File: src/ptcr_pkg.sv
/*
 * Shared constants and types for the TLP credit and receive interface:
 * credit layouts, type indices, bus widths, timer counts.
 * Assumes a single 100 MHz clock domain for both ends.
 */
package ptcr_pkg;
    // =========================================================================
    // Credit layouts
    localparam int HDR_W          = 9;
    localparam int HDR_INF_BIT    = 8;
    localparam int DATA_W         = 13;
    localparam int DATA_INF_BIT   = 12;
    localparam int DCNT_W         = 8;
    localparam int NTYPE          = 3;
    localparam int TYPE_P         = 0;
    localparam int TYPE_NP        = 1;
    localparam int TYPE_CPL       = 2;
    // =========================================================================
    // Receive bus
    localparam int BUS_W_X4       = 64;
    localparam int BUS_W_X1       = 16;
    localparam int HALF_W_X4      = 32;
    localparam int LANES          = 4;
    // =========================================================================
    // Update timing
    localparam int CLK_MHZ        = 100;
    localparam int UPD_TIMER_NS   = 4000;
    localparam int UPD_TIMER_CYC  = UPD_TIMER_NS * CLK_MHZ / 1000;
    localparam int HDR_THRESH     = 8;
    localparam int DATA_THRESH    = 32;
    localparam int FIFO_DEPTH     = 8;
    // =========================================================================
    // Receive framing states
    typedef enum logic [1:0] {
        PTCR_IDLE = 2'h0,
        PTCR_BODY = 2'h1,
        PTCR_LAST = 2'h3
    } ptcr_rx_e;
endpackage

File: src/ptcr_if.sv
/*
 * Interface joining the core end and the user-logic end.
 * Assumes both ends share CLK.
 */
`timescale 1ns/1ps
interface ptcr_if
    import ptcr_pkg::*;
#(
    parameter int BUS_W = BUS_W_X4
) ();
    // Credits available toward the far receiver
    logic [NTYPE-1:0][HDR_W-1:0]  tx_hdr_credit_avail;
    logic [NTYPE-1:0][DATA_W-1:0] tx_data_credit_avail;
    // Receive TLP stream
    logic [BUS_W-1:0]             rx_tlp_bus;
    logic                         rx_tlp_valid;
    logic                         rx_tlp_ready;
    logic                         rx_tlp_first;
    logic                         rx_tlp_last;
    logic                         rx_upper_word_only;
    logic                         rx_e2e_crc_fail;
    logic                         rx_poisoned_flag;
    logic                         rx_malformed_flag;
    // Credit return
    logic [2*NTYPE-1:0]           user_buffer_full;
    logic [NTYPE-1:0]             hdr_credit_consumed;
    logic [NTYPE-1:0]             data_credit_strobe;
    logic [NTYPE-1:0][DCNT_W-1:0] data_credit_count;

    modport core (
        output tx_hdr_credit_avail, tx_data_credit_avail, rx_tlp_bus, rx_tlp_valid,
               rx_tlp_first, rx_tlp_last, rx_upper_word_only, rx_e2e_crc_fail,
               rx_poisoned_flag, rx_malformed_flag,
        input  rx_tlp_ready, user_buffer_full, hdr_credit_consumed,
               data_credit_strobe, data_credit_count
    );
    modport user (
        input  tx_hdr_credit_avail, tx_data_credit_avail, rx_tlp_bus, rx_tlp_valid,
               rx_tlp_first, rx_tlp_last, rx_upper_word_only, rx_e2e_crc_fail,
               rx_poisoned_flag, rx_malformed_flag,
        output rx_tlp_ready, user_buffer_full, hdr_credit_consumed,
               data_credit_strobe, data_credit_count
    );
endinterface

File: src/ptcr_core_end.sv
/*
 * Core end of the TLP credit and receive interface.
 * Assumes parsed link beats and UpdateFC events on CLK;
 * the lane strap is asynchronous.
 */
`timescale 1ns/1ps
module ptcr_core_end
    import ptcr_pkg::*;
#(
    parameter bit X4_BUILD    = 1'b1,
    parameter bit ECRC_EN     = 1'b1,
    parameter int BUS_W       = X4_BUILD ? BUS_W_X4 : BUS_W_X1,
    parameter int UPD_CYCLES  = UPD_TIMER_CYC,
    parameter int HDR_LIMIT   = HDR_THRESH,
    parameter int DATA_LIMIT  = DATA_THRESH
) (
    // Clock and reset
    input  wire logic              CLK,
    input  wire logic              NRST,
    // User side
    ptcr_if.core                   UIF,
    // Link: received TLP beats
    input  wire logic [BUS_W-1:0]  LNK_RX_DATA,
    input  wire logic              LNK_RX_VALID,
    input  wire logic              LNK_RX_FIRST,
    input  wire logic              LNK_RX_LAST,
    input  wire logic              LNK_RX_UPPER_ONLY,
    input  wire logic              LNK_RX_CRC_BAD,
    input  wire logic              LNK_RX_EP,
    input  wire logic              LNK_RX_HAS_DATA,
    input  wire logic              LNK_RX_LEN_BAD,
    input  wire logic              LNK_RX_FMT_BAD,
    output logic                   LNK_RX_READY,
    // Link: received UpdateFC and transmitted TLPs
    input  wire logic              LNK_UPD_VALID,
    input  wire logic [1:0]        LNK_UPD_TYPE,
    input  wire logic [HDR_W-1:0]  LNK_UPD_HDR,
    input  wire logic [DATA_W-1:0] LNK_UPD_DATA,
    input  wire logic              LNK_TX_SENT,
    input  wire logic [1:0]        LNK_TX_TYPE,
    input  wire logic [DATA_W-2:0] LNK_TX_DCRED,
    // Link: UpdateFC requests to transmit
    output logic [2*NTYPE-1:0]     LNK_SEND_UPDFC,
    // Lane mapping
    input  wire logic              FLIP_LANES,
    output logic [LANES-1:0][1:0]  LANE_CHANNEL
);
    localparam int PW  = BUS_W + 7;
    localparam int TW  = $clog2(UPD_CYCLES + 1);

    // =========================================================================
    // Credit available tracking
    logic [NTYPE-1:0][HDR_W-1:0]  hca_ff, nxt_hca;
    logic [NTYPE-1:0][DATA_W-1:0] dca_ff, nxt_dca;

    always_comb begin
        nxt_hca = hca_ff;
        nxt_dca = dca_ff;
        for (int t = 0; t < NTYPE; t++) begin
            if (LNK_UPD_VALID && LNK_UPD_TYPE == 2'(t)) begin
                nxt_hca[t] = LNK_UPD_HDR;
                nxt_dca[t] = LNK_UPD_DATA;
            end else if (LNK_TX_SENT && LNK_TX_TYPE == 2'(t)) begin
                if (!hca_ff[t][HDR_INF_BIT] && hca_ff[t][HDR_INF_BIT-1:0] != '0)
                    nxt_hca[t] = hca_ff[t] - 1'b1;
                if (!dca_ff[t][DATA_INF_BIT]) begin
                    nxt_dca[t][DATA_INF_BIT-1:0] =
                        (dca_ff[t][DATA_INF_BIT-1:0] > LNK_TX_DCRED) ?
                        dca_ff[t][DATA_INF_BIT-1:0] - LNK_TX_DCRED : '0;
                end
            end
        end
    end

    always_ff @(posedge CLK) begin
        if (!NRST) begin
            hca_ff <= '0;
            dca_ff <= '0;
        end else begin
            hca_ff <= nxt_hca;
            dca_ff <= nxt_dca;
        end
    end

    assign UIF.tx_hdr_credit_avail  = hca_ff;
    assign UIF.tx_data_credit_avail = dca_ff;

    // =========================================================================
    // Processed credit accumulation and UpdateFC scheduling
    logic [NTYPE-1:0][7:0]        hacc_ff, nxt_hacc;
    logic [NTYPE-1:0][DATA_W-1:0] dacc_ff, nxt_dacc;
    logic [TW-1:0]                tmr_ff, nxt_tmr;
    logic [2*NTYPE-1:0]           send_ff, nxt_send;
    logic                         expire;

    always_comb begin
        expire   = (tmr_ff == TW'(UPD_CYCLES - 1));
        nxt_tmr  = expire ? '0 : tmr_ff + 1'b1;
        nxt_hacc = hacc_ff;
        nxt_dacc = dacc_ff;
        nxt_send = '0;
        for (int t = 0; t < NTYPE; t++) begin
            if (UIF.hdr_credit_consumed[t])
                nxt_hacc[t] = hacc_ff[t] + 1'b1;
            if (UIF.data_credit_strobe[t])
                nxt_dacc[t] = dacc_ff[t] + DATA_W'(UIF.data_credit_count[t]);
            // Header types at even positions, data types at odd positions
            if (expire || UIF.user_buffer_full[2*t]
                    || hacc_ff[t] >= 8'(HDR_LIMIT)) begin
                nxt_send[2*t] = 1'b1;
                nxt_hacc[t]   = 8'(UIF.hdr_credit_consumed[t]);
            end
            if (expire || UIF.user_buffer_full[2*t+1]
                    || dacc_ff[t] >= DATA_W'(DATA_LIMIT)) begin
                nxt_send[2*t+1] = 1'b1;
                nxt_dacc[t]     = UIF.data_credit_strobe[t] ?
                                  DATA_W'(UIF.data_credit_count[t]) : '0;
            end
        end
    end

    always_ff @(posedge CLK) begin
        if (!NRST) begin
            hacc_ff <= '0;
            dacc_ff <= '0;
            tmr_ff  <= '0;
            send_ff <= '0;
        end else begin
            hacc_ff <= nxt_hacc;
            dacc_ff <= nxt_dacc;
            tmr_ff  <= nxt_tmr;
            send_ff <= nxt_send;
        end
    end

    assign LNK_SEND_UPDFC = send_ff;

    // =========================================================================
    // Receive path: beats buffered, flags travel with the data
    logic [PW-1:0] in_pkt, out_pkt;
    logic          out_valid;
    logic          malformed;

    assign malformed = LNK_RX_LEN_BAD || LNK_RX_FMT_BAD;
    assign in_pkt = {LNK_RX_DATA, LNK_RX_FIRST, LNK_RX_LAST,
                     X4_BUILD ? LNK_RX_UPPER_ONLY : 1'b0,
                     ECRC_EN ? LNK_RX_CRC_BAD : 1'b0,
                     LNK_RX_EP && LNK_RX_HAS_DATA,
                     malformed, 1'b0};

    ptcr_fifo #(
        .WIDTH (PW),
        .DEPTH (FIFO_DEPTH)
    ) u_fifo (
        .CLK       (CLK),
        .NRST      (NRST),
        .in_data   (in_pkt),
        .in_valid  (LNK_RX_VALID),
        .in_ready  (LNK_RX_READY),
        .out_data  (out_pkt),
        .out_valid (out_valid),
        .out_ready (UIF.rx_tlp_ready)
    );

    // Flags gated by valid to mark only real beats
    assign UIF.rx_tlp_valid       = out_valid;
    assign UIF.rx_tlp_bus         = out_pkt[PW-1:7];
    assign UIF.rx_tlp_first       = out_valid && out_pkt[6];
    assign UIF.rx_tlp_last        = out_valid && out_pkt[5];
    assign UIF.rx_upper_word_only = out_valid && out_pkt[4];
    assign UIF.rx_e2e_crc_fail    = out_valid && out_pkt[3];
    assign UIF.rx_poisoned_flag   = out_valid && out_pkt[2];
    assign UIF.rx_malformed_flag  = out_valid && out_pkt[1];

    // =========================================================================
    // Lane reversal strap: two-stage synchroniser, then mapping
    logic flip_s1_ff, flip_s2_ff;

    always_ff @(posedge CLK) begin
        if (!NRST) begin
            flip_s1_ff <= 1'b0;
            flip_s2_ff <= 1'b0;
        end else begin
            flip_s1_ff <= FLIP_LANES;
            flip_s2_ff <= flip_s1_ff;
        end
    end

    for (genvar l = 0; l < LANES; l++) begin : g_lane
        assign LANE_CHANNEL[l] = flip_s2_ff ? 2'(LANES - 1 - l) : 2'(l);
    end
endmodule

File: src/ptcr_fifo.sv
/*
 * Synchronous FIFO with valid/ready on both sides.
 * Assumes one clock and synchronous active-low reset.
 */
`timescale 1ns/1ps
module ptcr_fifo
    import ptcr_pkg::*;
#(
    parameter int WIDTH = 8,
    parameter int DEPTH = FIFO_DEPTH
) (
    // Clock and reset
    input  wire logic             CLK,
    input  wire logic             NRST,
    // Fill side
    input  wire logic [WIDTH-1:0] in_data,
    input  wire logic             in_valid,
    output logic                  in_ready,
    // Drain side
    output logic      [WIDTH-1:0] out_data,
    output logic                  out_valid,
    input  wire logic             out_ready
);
    localparam int AW = $clog2(DEPTH);

    logic [WIDTH-1:0] mem_ff [DEPTH];
    logic [AW-1:0]    wr_ff, nxt_wr, rd_ff, nxt_rd;
    logic [AW:0]      cnt_ff, nxt_cnt;
    logic             push, pop;

    // =========================================================================
    // Pointers
    always_comb begin
        in_ready  = (cnt_ff != (AW+1)'(DEPTH));
        out_valid = (cnt_ff != '0);
        out_data  = mem_ff[rd_ff];
        push      = in_valid && in_ready;
        pop       = out_valid && out_ready;
        nxt_wr    = push ? ((wr_ff == AW'(DEPTH-1)) ? '0 : wr_ff + 1'b1) : wr_ff;
        nxt_rd    = pop ? ((rd_ff == AW'(DEPTH-1)) ? '0 : rd_ff + 1'b1) : rd_ff;
        nxt_cnt   = cnt_ff + (AW+1)'(push) - (AW+1)'(pop);
    end

    always_ff @(posedge CLK) begin
        if (!NRST) begin
            wr_ff  <= '0;
            rd_ff  <= '0;
            cnt_ff <= '0;
        end else begin
            wr_ff  <= nxt_wr;
            rd_ff  <= nxt_rd;
            cnt_ff <= nxt_cnt;
        end
    end

    // =========================================================================
    // Storage
    always_ff @(posedge CLK) begin
        if (push) begin
            mem_ff[wr_ff] <= in_data;
        end
    end
endmodule

File: src/flat_wrapper.sv
// flat-port wrapper written by rule: the top's interface ports become plain ports
module ptcr_core_end_flat import ptcr_pkg::*;
#(
    parameter bit X4_BUILD    = 1'b1,
    parameter bit ECRC_EN     = 1'b1,
    parameter int BUS_W       = X4_BUILD ? BUS_W_X4 : BUS_W_X1,
    parameter int UPD_CYCLES  = UPD_TIMER_CYC,
    parameter int HDR_LIMIT   = HDR_THRESH,
    parameter int DATA_LIMIT  = DATA_THRESH
)
  (CLK, NRST, LNK_RX_DATA, LNK_RX_VALID, LNK_RX_FIRST, LNK_RX_LAST, LNK_RX_UPPER_ONLY, LNK_RX_CRC_BAD, LNK_RX_EP, LNK_RX_HAS_DATA, LNK_RX_LEN_BAD, LNK_RX_FMT_BAD, LNK_RX_READY, LNK_UPD_VALID, LNK_UPD_TYPE, LNK_UPD_HDR, LNK_UPD_DATA, LNK_TX_SENT, LNK_TX_TYPE, LNK_TX_DCRED, LNK_SEND_UPDFC, FLIP_LANES, LANE_CHANNEL, UIF_tx_hdr_credit_avail, UIF_tx_data_credit_avail, UIF_rx_tlp_bus, UIF_rx_tlp_valid, UIF_rx_tlp_first, UIF_rx_tlp_last, UIF_rx_upper_word_only, UIF_rx_e2e_crc_fail, UIF_rx_poisoned_flag, UIF_rx_malformed_flag, UIF_rx_tlp_ready, UIF_user_buffer_full, UIF_hdr_credit_consumed, UIF_data_credit_strobe, UIF_data_credit_count);
  ptcr_if #(.BUS_W(BUS_W)) UIF_i ();
  input  wire logic CLK;
  input  wire logic NRST;
  input  wire logic [BUS_W-1:0] LNK_RX_DATA;
  input  wire logic LNK_RX_VALID;
  input  wire logic LNK_RX_FIRST;
  input  wire logic LNK_RX_LAST;
  input  wire logic LNK_RX_UPPER_ONLY;
  input  wire logic LNK_RX_CRC_BAD;
  input  wire logic LNK_RX_EP;
  input  wire logic LNK_RX_HAS_DATA;
  input  wire logic LNK_RX_LEN_BAD;
  input  wire logic LNK_RX_FMT_BAD;
  output logic LNK_RX_READY;
  input  wire logic LNK_UPD_VALID;
  input  wire logic [1:0] LNK_UPD_TYPE;
  input  wire logic [HDR_W-1:0] LNK_UPD_HDR;
  input  wire logic [DATA_W-1:0] LNK_UPD_DATA;
  input  wire logic LNK_TX_SENT;
  input  wire logic [1:0] LNK_TX_TYPE;
  input  wire logic [DATA_W-2:0] LNK_TX_DCRED;
  output logic [2*NTYPE-1:0] LNK_SEND_UPDFC;
  input  wire logic FLIP_LANES;
  output logic [LANES-1:0][1:0] LANE_CHANNEL;
  output wire logic [$bits(UIF_i.tx_hdr_credit_avail)-1:0] UIF_tx_hdr_credit_avail;
  output wire logic [$bits(UIF_i.tx_data_credit_avail)-1:0] UIF_tx_data_credit_avail;
  output wire logic [$bits(UIF_i.rx_tlp_bus)-1:0] UIF_rx_tlp_bus;
  output wire logic [$bits(UIF_i.rx_tlp_valid)-1:0] UIF_rx_tlp_valid;
  output wire logic [$bits(UIF_i.rx_tlp_first)-1:0] UIF_rx_tlp_first;
  output wire logic [$bits(UIF_i.rx_tlp_last)-1:0] UIF_rx_tlp_last;
  output wire logic [$bits(UIF_i.rx_upper_word_only)-1:0] UIF_rx_upper_word_only;
  output wire logic [$bits(UIF_i.rx_e2e_crc_fail)-1:0] UIF_rx_e2e_crc_fail;
  output wire logic [$bits(UIF_i.rx_poisoned_flag)-1:0] UIF_rx_poisoned_flag;
  output wire logic [$bits(UIF_i.rx_malformed_flag)-1:0] UIF_rx_malformed_flag;
  input wire logic [$bits(UIF_i.rx_tlp_ready)-1:0] UIF_rx_tlp_ready;
  input wire logic [$bits(UIF_i.user_buffer_full)-1:0] UIF_user_buffer_full;
  input wire logic [$bits(UIF_i.hdr_credit_consumed)-1:0] UIF_hdr_credit_consumed;
  input wire logic [$bits(UIF_i.data_credit_strobe)-1:0] UIF_data_credit_strobe;
  input wire logic [$bits(UIF_i.data_credit_count)-1:0] UIF_data_credit_count;
  assign UIF_tx_hdr_credit_avail = UIF_i.tx_hdr_credit_avail;
  assign UIF_tx_data_credit_avail = UIF_i.tx_data_credit_avail;
  assign UIF_rx_tlp_bus = UIF_i.rx_tlp_bus;
  assign UIF_rx_tlp_valid = UIF_i.rx_tlp_valid;
  assign UIF_rx_tlp_first = UIF_i.rx_tlp_first;
  assign UIF_rx_tlp_last = UIF_i.rx_tlp_last;
  assign UIF_rx_upper_word_only = UIF_i.rx_upper_word_only;
  assign UIF_rx_e2e_crc_fail = UIF_i.rx_e2e_crc_fail;
  assign UIF_rx_poisoned_flag = UIF_i.rx_poisoned_flag;
  assign UIF_rx_malformed_flag = UIF_i.rx_malformed_flag;
  assign UIF_i.rx_tlp_ready = UIF_rx_tlp_ready;
  assign UIF_i.user_buffer_full = UIF_user_buffer_full;
  assign UIF_i.hdr_credit_consumed = UIF_hdr_credit_consumed;
  assign UIF_i.data_credit_strobe = UIF_data_credit_strobe;
  assign UIF_i.data_credit_count = UIF_data_credit_count;
  ptcr_core_end #(.X4_BUILD(X4_BUILD), .ECRC_EN(ECRC_EN), .BUS_W(BUS_W), .UPD_CYCLES(UPD_CYCLES), .HDR_LIMIT(HDR_LIMIT), .DATA_LIMIT(DATA_LIMIT)) u_core (.CLK(CLK), .NRST(NRST), .UIF(UIF_i), .LNK_RX_DATA(LNK_RX_DATA), .LNK_RX_VALID(LNK_RX_VALID), .LNK_RX_FIRST(LNK_RX_FIRST), .LNK_RX_LAST(LNK_RX_LAST), .LNK_RX_UPPER_ONLY(LNK_RX_UPPER_ONLY), .LNK_RX_CRC_BAD(LNK_RX_CRC_BAD), .LNK_RX_EP(LNK_RX_EP), .LNK_RX_HAS_DATA(LNK_RX_HAS_DATA), .LNK_RX_LEN_BAD(LNK_RX_LEN_BAD), .LNK_RX_FMT_BAD(LNK_RX_FMT_BAD), .LNK_RX_READY(LNK_RX_READY), .LNK_UPD_VALID(LNK_UPD_VALID), .LNK_UPD_TYPE(LNK_UPD_TYPE), .LNK_UPD_HDR(LNK_UPD_HDR), .LNK_UPD_DATA(LNK_UPD_DATA), .LNK_TX_SENT(LNK_TX_SENT), .LNK_TX_TYPE(LNK_TX_TYPE), .LNK_TX_DCRED(LNK_TX_DCRED), .LNK_SEND_UPDFC(LNK_SEND_UPDFC), .FLIP_LANES(FLIP_LANES), .LANE_CHANNEL(LANE_CHANNEL));
endmodule
File: config.mk
export PLATFORM = sky130hd
export DESIGN_NAME = ptcr_core_end_flat
export DESIGN_NICKNAME = d
export VERILOG_FILES = /design/src/ptcr_pkg.sv /design/src/ptcr_if.sv /design/src/ptcr_core_end.sv /design/src/ptcr_fifo.sv /design/src/flat_wrapper.sv
export SDC_FILE = /design/constraint.sdc
export NUM_CORES = 1
export LEC_CHECK = 0
export BUFFER_PORTS_ARGS = -buffer_cell sky130_fd_sc_hd__buf_2
export CAP_MARGIN = 5
export CORE_MARGIN = 2
export CORE_UTILIZATION = 53
export CTS_CLUSTER_SIZE = 10
export DETAILED_ROUTE_END_ITERATION = 10
export PLACE_DENSITY = 0.81
export SETUP_SLACK_MARGIN = 0.02
export SLEW_MARGIN = 10
export SYNTH_ARGS = -nofsm -noshare
export SYNTH_HDL_FRONTEND = slang
export SYNTH_SLANG_ARGS = --single-unit
File: constraint.sdc
create_clock -name CLK -period 14.3 [get_ports CLK]
set_clock_uncertainty 0.1 [all_clocks]
set_input_delay 2.86 -clock CLK [delete_from_list [all_inputs] [get_ports CLK]]
set_output_delay 2.86 -clock CLK [all_outputs]
set_load 0.02 [all_outputs]
==> results_dict.tcl <==
set metrics [dict create \
    p_leak_uw 0.0124 \
    critPathLaunchType "flop" \
    max_cap_viol_count 0 \
    worstMarginPinSlew_ns 1.10 \
    cp-end-kind "output port" \
    cts_buffer_depth 3 \
    clkLatencyLatePin_ns 0.64 \
    clkSlewWorstSetupHoldPaths_ns 0.05 \
    vdd_drop_max_v 0.000101 \
    cts-resized-gates 0 \
    slowest_stage "buf_4" \
    num-fill-cells 4081 \
    async_flop_share 0 \
    crit_type "reg -> out" \
    htree_levels 3 \
    nNetsFinal 2525 \
    drive_above_1_share 0.284 \
    num_rows 87 \
    drc 0 \
    viasPerCell 6.06 \
    grt_pass1_wl_um 110000 \
    hpwl_um 42700 \
    required_ns 11.34 \
    powerDensity_nw_per_um2 153 \
    fp.dieH_um 243 \
    die_w_um 243 \
    seq_area_frac_synth 0.661 \
    io_buffers 304 \
    cp_num_cells 6 \
    hold_path_depth 1 \
    slew_headroom 0.267 \
    wire_per_inst_um 23.5 \
    critical_path_peak_fanout 65 \
    cp_data_arrival_time_ns 3.80 \
    multiInputGateArea_um2 9860 \
    syn_inst 1934 \
    syn_to_final_growth_pct 15.7 \
    synth_edf_count 560 \
    first_pass_iters 7 \
    grt_max_degree 67 \
    cts_num_sinks 719 \
    track_usage 0.243 \
    cts_hold_buf 0 \
    cts_tree "done" \
    cts_buffers 83 \
    reg2reg_to "u_core.u_fifo.mem_ff[6][66]$_DFFE_PP_" \
    boundaryPins 305 \
    slew_viol_final 0 \
    start_util 0.537 \
    timing.setup.tns_ns 0 \
    cts_setup_buffers 0 \
    synth_seq_cells 719 \
    r2r_start "u_core.u_fifo.cnt_ff[2]$_SDFF_PN0_" \
    power.total_uw 5370 \
    grt_setup_unrepaired "no" \
    grt_pass1_vias 18951 \
    synth_cell_types 71 \
    drt-total-wl_um 72000 \
    netlist_area_um2 30300 \
    setup.worst_path.end "UIF_rx_tlp_first" \
    max_freq_ghz 0.148 \
    period_share 0.473 \
    avgSynthCellArea_um2 15.7 \
    grt-ovfl-total 0 \
    antenna_found_initial 16 \
    hold_violations 0 \
    die_area_um2 59100 \
    r2r_cells 6 \
    regArea_um2 20000 \
    vias 18604 \
    period_needed_ns 6.76 \
    cp_top_family "buffers and inverters" \
    ys.flop_type "edfxtp_1" \
    crit_chain "buf_4 -> buf_4 -> mux4_2 -> mux2i_1 -> nor2_1 -> buf_2" \
    max_stage_delay_ns 0.82 \
    hold_class "reg -> reg" \
    status "completed" \
    core_area_um2 56400 \
    cpMostUsedCell "buf_4" \
    place_congestion 0.907 \
    r2r_slack_ns 11.00 \
    finalSetupViolations 0 \
    critical_path_buf_inv_count 3 \
    drtIter0Drc 1458 \
    drtAntennaViolNets 0 \
    synth_warnings 0 \
    root_buffer "clkbuf_16" \
]
-- cells in the mapped netlist (14+ instances only) --
library cell	instances	area share
nor2_1	120	0.015
ha_1	83	0.034
mux4_2	140	0.10
xnor2_1	32	0.0093
edfxtp_1	560	0.56
buf_2	15	0.0025
nor3_1	33	0.0055
xor2_1	33	0.0095
dfxtp_1	159	0.11
nand4_1	14	0.0029
clkbuf_1	50	0.0062
nand2_1	82	0.010
a21o_1	18	0.0045
nand3_1	30	0.0050
inv_1	50	0.0062
or3_1	15	0.0031
a211oi_1	23	0.0057
o21ai_0	77	0.013
a21oi_1	93	0.015
buf_1	14	0.0017
mux2_2	64	0.024
-- kinds of logic (layout without fill, tap and decap cells) --
family / count (synthesis) / in the layout / synth area share
other: 1 / 30 / 0.000124
multiplexers: 222 / 222 / 0.134
AO/OA/AOI/OAI: 309 / 309 / 0.0639
adder cells (fa/ha/maj): 90 / 90 / 0.0389
buffers and inverters: 136 / 485 / 0.0183
XOR/XNOR: 65 / 65 / 0.0188
AND/OR/NAND/NOR: 392 / 392 / 0.0651
flip-flops: 719 / 719 / 0.661
-- through the flow --
step / cells / worst slack (ns) / area [µm²] / util / hold slack (ns)
CTS: 3062 / 7.51 / 35000 / 0.621 / 0.339
global placement: 2953 / 8.32 / 32700 / 0.580 / 0.315
finish: 3068 / 7.54 / 35000 / 0.621 / 0.345
global route: 3065 / 7.34 / 35000 / 0.621 / 0.385
floorplan: 1957 / 3.85 / 30400 / - / 0.312
detailed placement: 2953 / 8.24 / 32700 / 0.580 / 0.318
-- routing by layer --
layer	GRT usage	up-vias	wire [µm]
met5	0	-	154
met4	0.0799	24	1910
met3	0.0557	154	5790
met2	0.411	832	36000
met1	0.312	9382	28100
li1	-	8212	-
-- flip-flops by register name, summed over array words and instances (netlist names), named ones only --
| register | count |
|---|---|
| u_core.LNK_SEND_UPDFC | 6 |
| u_core.UIF.tx_data_credit_avail | 39 |
| u_core.UIF.tx_hdr_credit_avail | 27 |
| u_core.dacc_ff | 39 |
| u_core.flip_s1_ff | 1 |
| u_core.flip_s2_ff | 1 |
| u_core.hacc_ff | 24 |
| u_core.tmr_ff | 9 |
| u_core.u_fifo.cnt_ff | 4 |
| u_core.u_fifo.mem_ff | 560 |
| u_core.u_fifo.rd_ff | 3 |
| u_core.u_fifo.wr_ff | 3 |
-- power breakdown --
group          internal (µW)  switching, µW  total (µW)
clock network           1080            803        1880
logic                    456            581        1040
registers               2370           76.3        2450
-- cell type report --
| type | instances | share of cell area |
|---|---|---|
| well taps | 756 | 0.0270 |
| diodes | 6 | 0.000428 |
| multi-input cells | 1102 | 0.281 |
| flip-flops and latches | 719 | 0.571 |
| clock inverters | 10 | 0.00439 |
| inverters | 50 | 0.00536 |
| repair buffers | 326 | 0.0481 |
| clock buffers | 99 | 0.0624 |
-- worst min path at each step --
stage	slack [ns]	end	startpoint
final	0.35	u_core.flip_s2_ff$_SDFF_PN0_	u_core.flip_s1_ff$_SDFF_PN0_
after global routing	0.39	u_core.tmr_ff[0]$_SDFF_PP0_	u_core.tmr_ff[0]$_SDFF_PP0_
after global placement	0.31	u_core.flip_s2_ff$_SDFF_PN0_	u_core.flip_s1_ff$_SDFF_PN0_
after floorplan	0.31	u_core.flip_s2_ff$_SDFF_PN0_	u_core.flip_s1_ff$_SDFF_PN0_
after detailed placement	0.32	u_core.flip_s2_ff$_SDFF_PN0_	u_core.flip_s1_ff$_SDFF_PN0_
after CTS	0.34	u_core.flip_s2_ff$_SDFF_PN0_	u_core.flip_s1_ff$_SDFF_PN0_
-- cell usage in the layout (no fill, tap or decap), types with 12 or more instances in the layout --
cell type,n
mux2i_1,12
or3_1,15
dfxtp_1,156
clkbuf_16,84
a31oi_1,12
clkbuf_1,12
o21ai_0,77
mux2_2,64
o21bai_1,12
nand2b_1,12
conb_1,24
nor2_1,117
ha_1,83
nand2_1,82
buf_4,22
inv_1,49
edfxtp_1,560
a21oi_1,93
a21o_1,18
mux4_2,140
buf_2,304
xnor2_1,32
nor3_1,29
nand4_1,14
a211oi_1,23
or4_1,12
xor2_1,33
nand3_1,30
No activity file was read; power rests on OpenSTA's default activity.
